## src/hw/twsp_pkg.sv

```systemverilog
// Package of constants and types for the three-wire serial port
// Contract
// - Control register is read/write; all non-reserved bits reset to zero.
// - module_enable low disables port and clears busy, read-full, overrun flags.
// - Disabled: master holds clock idle, output known; slave output released.
// - Control bit 1 selects role: 0 slave, 1 master.
// - Control bit 2 selects 8 or 16 bit words; change only when idle.
// - Slave loopback bit 3 echoes input when no valid data; idle writes only.
// - Transmit data stays valid from data write until its transfer ends.
// - Overrun enable bit 4 raises interrupt on overrun; master mode only.
// - Read enable bit 5 requests interrupt when read buffer becomes full.
// - Write enable bit 6 requests interrupt when busy clears.
// - Clock mode bit 7: 0 launch falling sample rising; 1 the reverse.
// - Clock idle bit 8 sets master clock idle level; change only when idle.
// - Master divides system clock by two times divider field plus one.
// - Master sets busy on data register write.
// - Slave sets busy on first leading clock edge with select, or write.
// - Busy clears only when transfer done and read buffer can accept.
// - Read-full sets when shifter loads an empty read buffer.
// - Data read clears read-full unless a new word waits; then reload.
// - Master overrun sets when transfer starts with buffer and shifter full.
// - Overrun clears only by writing one; no other status bit changes.
// - Shift MSB first, one bit per clock; 8-bit mode uses lower byte.
// - Master data write starts 8 or 16 clocks, then clock returns idle.
package twsp_pkg;
   // ----------------------------------------
   // Register map
   // ----------------------------------------
   localparam logic [11:0] ADDR_DATA   = 12'h000;
   localparam logic [11:0] ADDR_CTRL   = 12'h004;
   localparam logic [11:0] ADDR_STATUS = 12'h008;
   localparam logic [15:0] CTRL_RESET  = 16'h0000;

   // ----------------------------------------
   // Field positions
   // ----------------------------------------
   localparam int CTL_EN    = 0;
   localparam int CTL_ROLE  = 1;
   localparam int CTL_WLEN  = 2;
   localparam int CTL_ECHO  = 3;
   localparam int CTL_EIO   = 4;
   localparam int CTL_EIR   = 5;
   localparam int CTL_EIW   = 6;
   localparam int CTL_SCM   = 7;
   localparam int CTL_IDLE  = 8;
   localparam int CTL_DIV_L = 9;
   localparam int ST_BSY    = 0;
   localparam int ST_RBF    = 1;
   localparam int ST_OVR    = 2;
   localparam logic [4:0] BITS_8  = 5'h08;
   localparam logic [4:0] BITS_16 = 5'h10;

   // Decoded control word
   typedef struct packed {
      logic [6:0] divider;
      logic       idle_level;
      logic       edge_mode;
      logic       transfer_done_irq_enable;
      logic       read_full_irq_enable;
      logic       overrun_irq_enable;
      logic       echo;
      logic       wlen16;
      logic       master;
      logic       enable;
   } twsp_ctrl_type;

   // Serial pin group toward the link
   typedef struct packed {
      logic sck_o;
      logic sck_oe_n;
      logic mosi_o;
      logic mosi_oe_n;
      logic miso_o;
      logic miso_oe_n;
   } twsp_pins_type;

   // Transfer engine states, Gray along the usual path except the trail-to-idle step
   typedef enum logic [1:0] {
      ST_IDLE = 2'b00,
      ST_LEAD = 2'b01,
      ST_TRAIL = 2'b11
   } twsp_state_type;
endpackage

```

## src/hw/twsp_clkdiv.sv

```systemverilog
// Master shift clock half-period tick generator
`timescale 1ns/1ps
`default_nettype none
module twsp_clkdiv (
   input  wire logic       pclk,
   input  wire logic       presetn,
   input  wire logic       run,
   input  wire logic [6:0] divider,
   output logic            tick
);
   logic [6:0] cnt_q;

   // ----------------------------------------
   // Half period of divider plus one system clocks
   // ----------------------------------------
   // divide by divider plus one
   always_ff @(posedge pclk or negedge presetn) begin
      if (!presetn) begin
         cnt_q <= 7'h00;
      end else if (!run || cnt_q == divider) begin
         cnt_q <= 7'h00;
      end else begin
         cnt_q <= cnt_q + 7'h01;
      end
   end

   assign tick = run && (cnt_q == divider);
endmodule
`default_nettype wire

```

## src/hw/twsp_core.sv

```systemverilog
// Three-wire serial port control, status and shifter with APB slave
`timescale 1ns/1ps
`default_nettype none
module twsp_core (
   input  wire logic                   pclk,
   input  wire logic                   presetn,
   input  wire logic                   psel,
   input  wire logic                   penable,
   input  wire logic                   pwrite,
   input  wire logic [11:0]            paddr,
   input  wire logic [31:0]            pwdata,
   output logic      [31:0]            prdata,
   output logic                        pready,
   output logic                        pslverr,
   input  wire logic                   sck_i,
   input  wire logic                   mosi_i,
   input  wire logic                   miso_i,
   input  wire logic                   slave_chip_select_n,
   output twsp_pkg::twsp_pins_type     pins,
   output logic                        irq
);
   twsp_pkg::twsp_ctrl_type  ctrl;
   twsp_pkg::twsp_state_type state_q;
   logic [15:0] ctrl_q;
   logic [15:0] shift_q;
   logic [15:0] rbuf_q;
   logic [15:0] rdata_d;
   logic [4:0]  cnt_q;
   logic        bsy_q, rbf_q, ovr_q, held_q, valid_q, sck_q, out_q;
   logic        sck_s_q, done_q;
   logic        wr, rd, wr_data, rd_data, wr_ctrl, wr_stat;
   logic        tick, lead_m, trail_m, lead_s, trail_s, lead, trail;
   logic        launch, sample, sin, last, finish, start, s_sel;
   logic [4:0]  nbits;

   assign ctrl = twsp_pkg::twsp_ctrl_type'(ctrl_q);

   // ----------------------------------------
   // APB decode
   // ----------------------------------------
   // Address match helper
   function automatic logic hit(input logic [11:0] a, input logic [11:0] r);
      hit = (a == r);
   endfunction

   assign pready  = 1'b1;
   assign wr      = psel && penable && pwrite;
   assign rd      = psel && penable && !pwrite;
   assign wr_data = wr && hit(paddr, twsp_pkg::ADDR_DATA);
   assign wr_ctrl = wr && hit(paddr, twsp_pkg::ADDR_CTRL);
   assign wr_stat = wr && hit(paddr, twsp_pkg::ADDR_STATUS);
   assign rd_data = rd && hit(paddr, twsp_pkg::ADDR_DATA);
   assign pslverr = psel && penable && !hit(paddr, twsp_pkg::ADDR_DATA)
                    && !hit(paddr, twsp_pkg::ADDR_CTRL) && !hit(paddr, twsp_pkg::ADDR_STATUS);

   // Read mux
   always_comb begin
      rdata_d = 16'h0000;
      if (hit(paddr, twsp_pkg::ADDR_DATA)) begin
         rdata_d = rbuf_q;
      end else if (hit(paddr, twsp_pkg::ADDR_CTRL)) begin
         rdata_d = ctrl_q;
      end else if (hit(paddr, twsp_pkg::ADDR_STATUS)) begin
         rdata_d = {13'h0, ovr_q, rbf_q, bsy_q};
      end
   end
   assign prdata = {16'h0000, rdata_d};

   // ----------------------------------------
   // Control register
   // ----------------------------------------
   // zero at reset
   always_ff @(posedge pclk or negedge presetn) begin
      if (!presetn) begin
         ctrl_q <= twsp_pkg::CTRL_RESET;
      end else if (wr_ctrl) begin
         ctrl_q <= pwdata[15:0];
      end
   end

   // ----------------------------------------
   // Shift clock generation and edge detection
   // ----------------------------------------
   twsp_clkdiv u_div (
      .pclk    (pclk),
      .presetn (presetn),
      .run     (state_q != twsp_pkg::ST_IDLE && ctrl.master),
      .divider (ctrl.divider),
      .tick    (tick)
   );

   // Slave clock edge history (inputs are synchronous)
   always_ff @(posedge pclk or negedge presetn) begin
      if (!presetn) begin
         sck_s_q <= 1'b0;
      end else begin
         sck_s_q <= sck_i;
      end
   end

   // Leading edge leaves idle level, trailing edge returns to it
   assign lead_m  = tick && state_q == twsp_pkg::ST_LEAD;
   assign trail_m = tick && state_q == twsp_pkg::ST_TRAIL;
   assign lead_s  = s_sel && (sck_i != sck_s_q) && (sck_i != ctrl.idle_level);
   assign trail_s = s_sel && (sck_i != sck_s_q) && (sck_i == ctrl.idle_level);
   assign s_sel   = ctrl.enable && !ctrl.master && !slave_chip_select_n;
   assign lead    = ctrl.master ? lead_m : lead_s;
   assign trail   = ctrl.master ? trail_m : trail_s;

   // edge mode picks launch and sample edges
   assign launch = (ctrl.edge_mode ^ ctrl.idle_level) ? lead : trail;
   assign sample = (ctrl.edge_mode ^ ctrl.idle_level) ? trail : lead;
   assign nbits  = ctrl.wlen16 ? twsp_pkg::BITS_16 : twsp_pkg::BITS_8;
   assign last   = (cnt_q == nbits - 5'h01);
   assign sin    = ctrl.master ? miso_i : mosi_i;
   assign start  = ctrl.master ? (wr_data && ctrl.enable) :
                   (lead_s && !bsy_q) || (wr_data && ctrl.enable);
   assign finish = sample && last;

   // ----------------------------------------
   // Transfer state machine
   // ----------------------------------------
   // idle level, burst of 8 or 16 clocks
   always_ff @(posedge pclk or negedge presetn) begin
      if (!presetn) begin
         state_q <= twsp_pkg::ST_IDLE;
         sck_q   <= 1'b0;
      end else if (!ctrl.enable) begin
         state_q <= twsp_pkg::ST_IDLE;
         sck_q   <= ctrl.idle_level;
      end else begin
         case (state_q)
            twsp_pkg::ST_IDLE: begin
               sck_q <= ctrl.idle_level;
               if (ctrl.master && wr_data) begin
                  state_q <= twsp_pkg::ST_LEAD;
               end
            end
            twsp_pkg::ST_LEAD: begin
               if (lead_m) begin
                  sck_q   <= !ctrl.idle_level;
                  state_q <= twsp_pkg::ST_TRAIL;
               end
            end
            twsp_pkg::ST_TRAIL: begin
               if (trail_m) begin
                  // Ends at the last sample, or just after it when sampling leads
                  sck_q   <= ctrl.idle_level;
                  state_q <= (sample ? last : (cnt_q == 5'h00)) ? twsp_pkg::ST_IDLE
                                                                : twsp_pkg::ST_LEAD;
               end
            end
            default: begin
               state_q <= twsp_pkg::ST_IDLE;
            end
         endcase
      end
   end

   // ----------------------------------------
   // Bit counter and shifter
   // ----------------------------------------
   // word length, MSB first, one bit per clock
   always_ff @(posedge pclk or negedge presetn) begin
      if (!presetn) begin
         cnt_q <= 5'h00;
      end else if (!ctrl.enable || (!ctrl.master && slave_chip_select_n) || finish) begin
         cnt_q <= 5'h00;
      end else if (sample) begin
         cnt_q <= cnt_q + 5'h01;
      end
   end

   // Output bit launch; first bit is presented before the first edge
   always_ff @(posedge pclk or negedge presetn) begin
      if (!presetn) begin
         shift_q <= 16'h0000;
      end else if (wr_data) begin
         shift_q <= pwdata[15:0];
      end else if (sample) begin
         if (ctrl.wlen16) begin
            shift_q <= {shift_q[14:0], sin};
         end else begin
            shift_q <= {shift_q[15:8], shift_q[6:0], sin};
         end
      end
   end

   always_ff @(posedge pclk or negedge presetn) begin
      if (!presetn) begin
         out_q <= 1'b0;
      end else if (wr_data) begin
         out_q <= ctrl.wlen16 ? pwdata[15] : pwdata[7];   // Shifter loads on this edge
      end else if (!ctrl.master && ctrl.echo && !valid_q && sample) begin
         out_q <= sin;
      end else if (launch || (state_q == twsp_pkg::ST_IDLE && !bsy_q)) begin
         out_q <= ctrl.wlen16 ? shift_q[15] : shift_q[7];
      end
   end

   // data valid from write until transfer end
   always_ff @(posedge pclk or negedge presetn) begin
      if (!presetn) begin
         valid_q <= 1'b0;
      end else if (!ctrl.enable || done_q) begin
         valid_q <= 1'b0;
      end else if (wr_data) begin
         valid_q <= 1'b1;
      end
   end

   // Word completion pulse
   always_ff @(posedge pclk or negedge presetn) begin
      if (!presetn) begin
         done_q <= 1'b0;
      end else begin
         done_q <= finish;
      end
   end

   // ----------------------------------------
   // Read buffer and status flags
   // ----------------------------------------
   // load empty buffer, reload on read
   always_ff @(posedge pclk or negedge presetn) begin
      if (!presetn) begin
         rbuf_q <= 16'h0000;
         rbf_q  <= 1'b0;
         held_q <= 1'b0;
      end else if (!ctrl.enable) begin
         rbf_q  <= 1'b0;
         held_q <= 1'b0;
      end else if (done_q && (!rbf_q || rd_data)) begin
         rbuf_q[7:0] <= shift_q[7:0];
         if (ctrl.wlen16) begin
            rbuf_q[15:8] <= shift_q[15:8];
         end
         rbf_q <= 1'b1;
      end else if (done_q) begin
         held_q <= 1'b1;
      end else if (rd_data && held_q) begin
         rbuf_q[7:0] <= shift_q[7:0];
         if (ctrl.wlen16) begin
            rbuf_q[15:8] <= shift_q[15:8];
         end
         held_q <= 1'b0;
      end else if (rd_data) begin
         rbf_q <= 1'b0;
      end
   end

   // disable clears; busy set on start, cleared on accept
   always_ff @(posedge pclk or negedge presetn) begin
      if (!presetn) begin
         bsy_q <= 1'b0;
      end else if (!ctrl.enable) begin
         bsy_q <= 1'b0;
      end else if (start) begin
         bsy_q <= 1'b1;
      end else if ((done_q && (!rbf_q || rd_data)) || (held_q && rd_data)) begin
         bsy_q <= 1'b0;
      end
   end

   // overrun sticky, write one clears, set wins
   always_ff @(posedge pclk or negedge presetn) begin
      if (!presetn) begin
         ovr_q <= 1'b0;
      end else if (!ctrl.enable) begin
         ovr_q <= 1'b0;
      end else if (ctrl.master && wr_data && rbf_q && held_q) begin
         ovr_q <= 1'b1;
      end else if (wr_stat && pwdata[twsp_pkg::ST_OVR]) begin
         ovr_q <= 1'b0;
      end
   end

   // ----------------------------------------
   // Pins and interrupt
   // ----------------------------------------
   // pin directions by role and enable
   always_comb begin
      pins.sck_o     = sck_q;
      pins.sck_oe_n  = !ctrl.master;
      pins.mosi_o    = out_q;
      pins.mosi_oe_n = !ctrl.master;
      pins.miso_o    = out_q;
      pins.miso_oe_n = ctrl.master || !s_sel;
   end

   assign irq = (ctrl.overrun_irq_enable && ovr_q) || (ctrl.read_full_irq_enable && rbf_q) || (ctrl.transfer_done_irq_enable && ctrl.enable && !bsy_q);

   // ----------------------------------------
   // Assertions
   // ----------------------------------------
   property p_disable_clears;
      @(posedge pclk) disable iff (!presetn)
      !ctrl.enable |=> !bsy_q && !rbf_q && !ovr_q;
   endproperty
   a_disable_clears: assert property (p_disable_clears) else $error("flags not cleared");

   property p_master_busy;
      @(posedge pclk) disable iff (!presetn)
      ctrl.enable && ctrl.master && wr_data |=> bsy_q;
   endproperty
   a_master_busy: assert property (p_master_busy) else $error("busy not set");

   property p_ovr_sticky;
      @(posedge pclk) disable iff (!presetn)
      ovr_q && ctrl.enable && !(wr_stat && pwdata[twsp_pkg::ST_OVR]) |=> ovr_q;
   endproperty
   a_ovr_sticky: assert property (p_ovr_sticky) else $error("overrun lost");

   property p_rbf_set;
      @(posedge pclk) disable iff (!presetn)
      done_q && !rbf_q && ctrl.enable |=> rbf_q;
   endproperty
   a_rbf_set: assert property (p_rbf_set) else $error("read full not set");

   property p_held_keeps_busy;
      @(posedge pclk) disable iff (!presetn)
      held_q && ctrl.enable && !rd_data |=> bsy_q;
   endproperty
   a_held_keeps_busy: assert property (p_held_keeps_busy) else $error("busy dropped");

   property p_read_reload;
      @(posedge pclk) disable iff (!presetn)
      rd_data && held_q && ctrl.enable && !done_q |=> rbf_q && !held_q;
   endproperty
   a_read_reload: assert property (p_read_reload) else $error("reload failed");

   property p_idle_clock;
      @(posedge pclk) disable iff (!presetn)
      ctrl.master && $stable(ctrl_q) && !ctrl.enable |=> pins.sck_o == $past(ctrl.idle_level);
   endproperty
   a_idle_clock: assert property (p_idle_clock) else $error("clock not idle");

   property p_slave_release;
      @(posedge pclk) disable iff (!presetn)
      !ctrl.master && !ctrl.enable |-> pins.miso_oe_n && pins.sck_oe_n && pins.mosi_oe_n;
   endproperty
   a_slave_release: assert property (p_slave_release) else $error("slave drives");

   property p_irq_read;
      @(posedge pclk) disable iff (!presetn)
      ctrl.read_full_irq_enable && rbf_q |-> irq;
   endproperty
   a_irq_read: assert property (p_irq_read) else $error("no read irq");

   property p_role_dir;
      @(posedge pclk) disable iff (!presetn)
      ctrl.master |-> !pins.sck_oe_n && pins.miso_oe_n;
   endproperty
   a_role_dir: assert property (p_role_dir) else $error("wrong role");
endmodule
`default_nettype wire

```

## config.mk

```make
export PLATFORM = sky130hd
export DESIGN_NAME = twsp_core
export DESIGN_NICKNAME = d
export VERILOG_FILES = /design/src/hw/twsp_pkg.sv /design/src/hw/twsp_clkdiv.sv /design/src/hw/twsp_core.sv
export SDC_FILE = /design/constraint.sdc
export NUM_CORES = 1
export LEC_CHECK = 0
export BUFFER_PORTS_ARGS = -buffer_cell sky130_fd_sc_hd__buf_2
export CAP_MARGIN = 20
export CORE_MARGIN = 4
export CORE_UTILIZATION = 50
export CTS_CLUSTER_SIZE = 40
export DETAILED_ROUTE_END_ITERATION = 10
export GPL_TIMING_DRIVEN = 1
export MAX_ROUTING_LAYER = met4
export PLACE_DENSITY = 0.75
export SYNTH_ARGS = -nofsm -noshare
export SYNTH_HDL_FRONTEND = slang
export SYNTH_HIERARCHICAL = 1
export SYNTH_SLANG_ARGS = --single-unit
export TNS_END_PERCENT = 1
```

## constraint.sdc

```tcl
create_clock -name pclk -period 2.6 [get_ports pclk]
set_input_delay 0.13 -clock pclk [delete_from_list [all_inputs] [get_ports pclk]]
set_output_delay 0.13 -clock pclk [all_outputs]
set_load 0.005 [all_outputs]
```

==> summary.md <==
| Metric | Value |
|---|---|
| Int Pwr | approximately 1700 uW |
| VDD IR max | around 0.33 mV |
| Finished Cell Area | between 0.004 and 0.005 sq mm |
| IO buf count | 60 |
| FMAX | ~430 MHz |
| Dpl hpwl | around 7000 um |
| Status | finished clean |
| Slew Limit Headroom | about two fifths |
| Total power | between 2000 and 2500 uW |
| H-Tree Depth | 3 |
| RD Place Congestion | 0.826 |
| Arr. time, crit path | 2.56 ns |
| Min Tclk post-route | between 2 and 2.5 ns |
| Cell Pwr Density | about 480 mW/mm^2 |
| IO Pins | 94 |
| Clock-pin slew on the worst setup and hold paths | ~0.08 ns |
| First-pass GRT wire length | 16,100 um |
| Reg power frac | between 50% and 60% |
| Gr usage total | between 20% and 30% |
| Critical path's largest stage delay | ~0.49 ns |
| Slowest CP cell | dfrtp_1 |
| Post-synthesis sequential area ratio | 43.9% |
| Comb pwr share | 4.3% |
| Ys async rst share | 100% |
| Diodes inserted | 0 |
| Hold Path Class | in -> reg |
| Max cap viols | 0 |
| Core area | around 0.008 sq mm |
| Largest net degree at the start of global routing | 41 |
| Crit Path Class | reg -> reg |
| Hold Crit Start | pwdata[5] |
| Net switching power | roughly 500 uW |
| Initial core utilization | between 50 and 60% |
| Final setup fails | 0 |
| Sw Ratio | 22.9% |
| Hold buffer count at cts | 2 |
| CP Cell Sequence | xor2_2, nor4_4, and3_1, nand2_1, o21a_1, or4_1, a21oi_1 |
| Clock tree buffer depth | 2 |
| DRT Wirelength | roughly 9600 um |
| DR vias/cell | between 5 and 6 |
| Cell area after placement | between 0.004 and 0.005 sq mm |
| RSZ-0062 raised after global routing | no |
| Mean Syn Cell Area | approximately 10 sq um |
| Synth warn | 6 |
| Period Utilization, post-route | around nine tenths |
| Setup TNS Final | 0 ns |
| Post-route insts no fill | about 560 |
| Synth area leader | dfrtp_1 |
| Routed len/inst | approximately 17 um |
| Hold Path End | ctrl[5]$_DFFE_PN0P_ |
| Die H | between 90 and 100 um |
| Number of cell rows | 32 |
| Pleak | between 0.002 and 0.0025 uW |
| R2R Setup Slk | approximately 0.3 ns |
| Post-Syn Instances | around 400 |
| Antenna-violating nets left | 0 |
| Filler cell count | between 600 and 700 |
| 1st-iter DRT viols | 260 |
| Top area cells in the synthesized netlist | dfrtp_1, mux2_2, mux2i_1, buf_4, a21oi_1 |
| CTS tree | built |
| Critical Path End Type | register |
| Post-CTS sizing | 0 |
| Type of origin of the critical path | register |
| Post-synth EDFFs | 0 |
| Flops & latches, synth | 71 |
| Critical R2R Capture | cnt_q[4]$_DFFE_PN0P_ |
| Hold Crit Depth | 2 |
| Die W | 98 um |
| Grt ovf | 0 |
| Final hold vios | 0 |
| Clk_lat worst skew | between 0.3 and 0.4 ns |
| Reg2reg path depth | 7 |
| Detailed-router iteration count before antenna repair | 4 |
| Clock sink total | 71 |
| Postcts setup bufs | 0 |
| Util after Layout | 58.8% |
| Max Slew Vio Count | 0 |
| Die footprint | just under 0.01 sq mm |
| Total CTS buffers | 9 |
| Placed instance count | around 540 |
| Top_reg_cell synth | dfrtp_1 |
| Syn Std Cell Area | 0.00405 sq mm |
| Via count | roughly 3,200 |
| Layout area overhead | 13.3% |
| Final net count | 514 |
| Worst r2r src | u_div/cnt_q[2]$_DFF_PN0_ |
| Post-synthesis cell type count | a little under 60 |
| Top cell type's share of synthesized area | 43.9% |
| Initial antenna violation count | 0 |
| Worst-path maximum fanout | 7 |
| Vias in the first global route | ~3,200 |
| Clk pwr share | 44.9% |
| CTS Root Cell | clkbuf_8 |
| # DRC | 0 |
| Share of cells above drive strength 1 | ~28% |
| Skew final | a little over 0.009 ns |
| Worst-margin pin slew | roughly 0.89 ns |
| CP required | around 2.9 ns |
## power by group through the flow
stage / sequential (uW) / clock [uW] / combinational, uW
after CTS: 1110 / 998 / 96.1
after detailed placement: 1130 / 0 / 93.6
after global placement: 1130 / 0 / 91.0
after floorplan: 1130 / 0 / 46.9
after global routing: 1110 / 1050 / 107
final: 1110 / 982 / 94.9
## state kept, by name (all words and copies together) (netlist names), 2 cells and up
name	count
rbuf_q	16
cnt_q	5
state_q	2
shift_q	16
u_div/cnt_q	7
ctrl	16
## synthesized netlist by cell type, drive strengths merged, types with 2 or more instances
cell	instances
a211oi	4
a21o	2
a21oi	30
a22o	13
a31o	2
a31oi	11
and2	2
and4	2
buf	31
clkbuf	13
conb	2
dfrtp	71
ha	6
inv	11
mux2	31
mux2i	19
nand2	16
nand2b	3
nand3	13
nor2	34
nor2b	5
nor3	7
nor3b	5
nor4	4
o2111ai	2
o21ai	24
o221ai	2
or4	3
xnor2	2
xor2	10
## kinds of logic after synthesis
group | share of synthesized area [%]
fa+ha+maj | 1.85
xor+xnor | 2.97
flops | 43.9
buf+inv | 8.03
mux | 13.3
other cells | 0.185
simple gates | 14.3
compound gates | 15.4
## per-layer routing
metal | up-vias | wire, um | global-route usage (%) | part of all wire, %
li1 | 1509 | - | - | -
met1 | 1575 | 4210 | 28.3 | 44
met2 | 106 | 4690 | 33.5 | 49
met3 | 14 | 532 | 2.50 | 5.6
met4 | 0 | 155 | 7.03 | 1.6
met5 | - | 0 | - | 0
## through the flow
stage	hold WS [ns]	setup WS [ns]
2_1_floorplan	-0.166	0.303
3_3_place_gp	0.280	0.387
3_5_place_dp	0.292	0.340
4_1_cts	0.00857	0.324
5_1_grt	0.0148	0.135
6_report	0.0239	0.300
## placed cells by master (no fill, tap or decap), types with 2 or more instances in the layout
| cell | instances |
|---|---|
| dfrtp_1 | 71 |
| buf_2 | 60 |
| nor2_1 | 33 |
| a21oi_1 | 30 |
| mux2_2 | 25 |
| o21ai_0 | 23 |
| mux2i_1 | 19 |
| conb_1 | 17 |
| nand2_1 | 16 |
| a22o_1 | 13 |
| buf_4 | 13 |
| nand3_1 | 12 |
| inv_1 | 11 |
| a31oi_1 | 11 |
| clkbuf_8 | 9 |
| xor2_1 | 8 |
| nor3_1 | 6 |
| mux2_1 | 6 |
| ha_1 | 6 |
| nor2b_1 | 5 |
| nor3b_1 | 5 |
| a211oi_1 | 4 |
| nand2b_1 | 3 |
| or4_1 | 3 |
| nor4_2 | 2 |
| and4_1 | 2 |
| xor2_2 | 2 |
| xnor2_1 | 2 |
| o221ai_1 | 2 |
| and2_1 | 2 |
| clkinvlp_4 | 2 |
| bufinv_16 | 2 |
| dlygate4sd3_1 | 2 |
| a21o_1 | 2 |
| a31o_2 | 2 |
| o2111ai_1 | 2 |
## critical path: cells and delay by family, from the launching register on
kind	cells	cell delay, ns
AND/OR/NAND/NOR	4	1.14
flip-flops	1	0.49
XOR/XNOR	1	0.20
AO/OA/AOI/OAI	2	0.38
## layout make-up
cell class / instances / area [sq um] / share of cell area [%]
multi-input cells: 287 / 2000 / 43.7
inverters: 11 / 41.3 / 0.900
well taps: 102 / 128 / 2.78
clock inverters: 6 / 92.6 / 2.02
clock buffers: 10 / 128 / 2.78
flip-flops and latches: 71 / 1780 / 38.7
repair buffers: 75 / 418 / 9.11
## how the worst max path moves through the flow
stage	start	to	slack, ns
2_1_floorplan	u_div/cnt_q[4]$_DFF_PN0_	cnt_q[4]$_DFFE_PN0P_	0.30
3_3_place_gp	u_div/cnt_q[4]$_DFF_PN0_	cnt_q[4]$_DFFE_PN0P_	0.39
3_5_place_dp	u_div/cnt_q[4]$_DFF_PN0_	cnt_q[4]$_DFFE_PN0P_	0.34
4_1_cts	u_div/cnt_q[4]$_DFF_PN0_	cnt_q[4]$_DFFE_PN0P_	0.32
5_1_grt	u_div/cnt_q[0]$_DFF_PN0_	state_q[0]$_DFFE_PN0P_	0.14
6_report	u_div/cnt_q[2]$_DFF_PN0_	cnt_q[4]$_DFFE_PN0P_	0.30
Power figures use the tool's default switching activity.
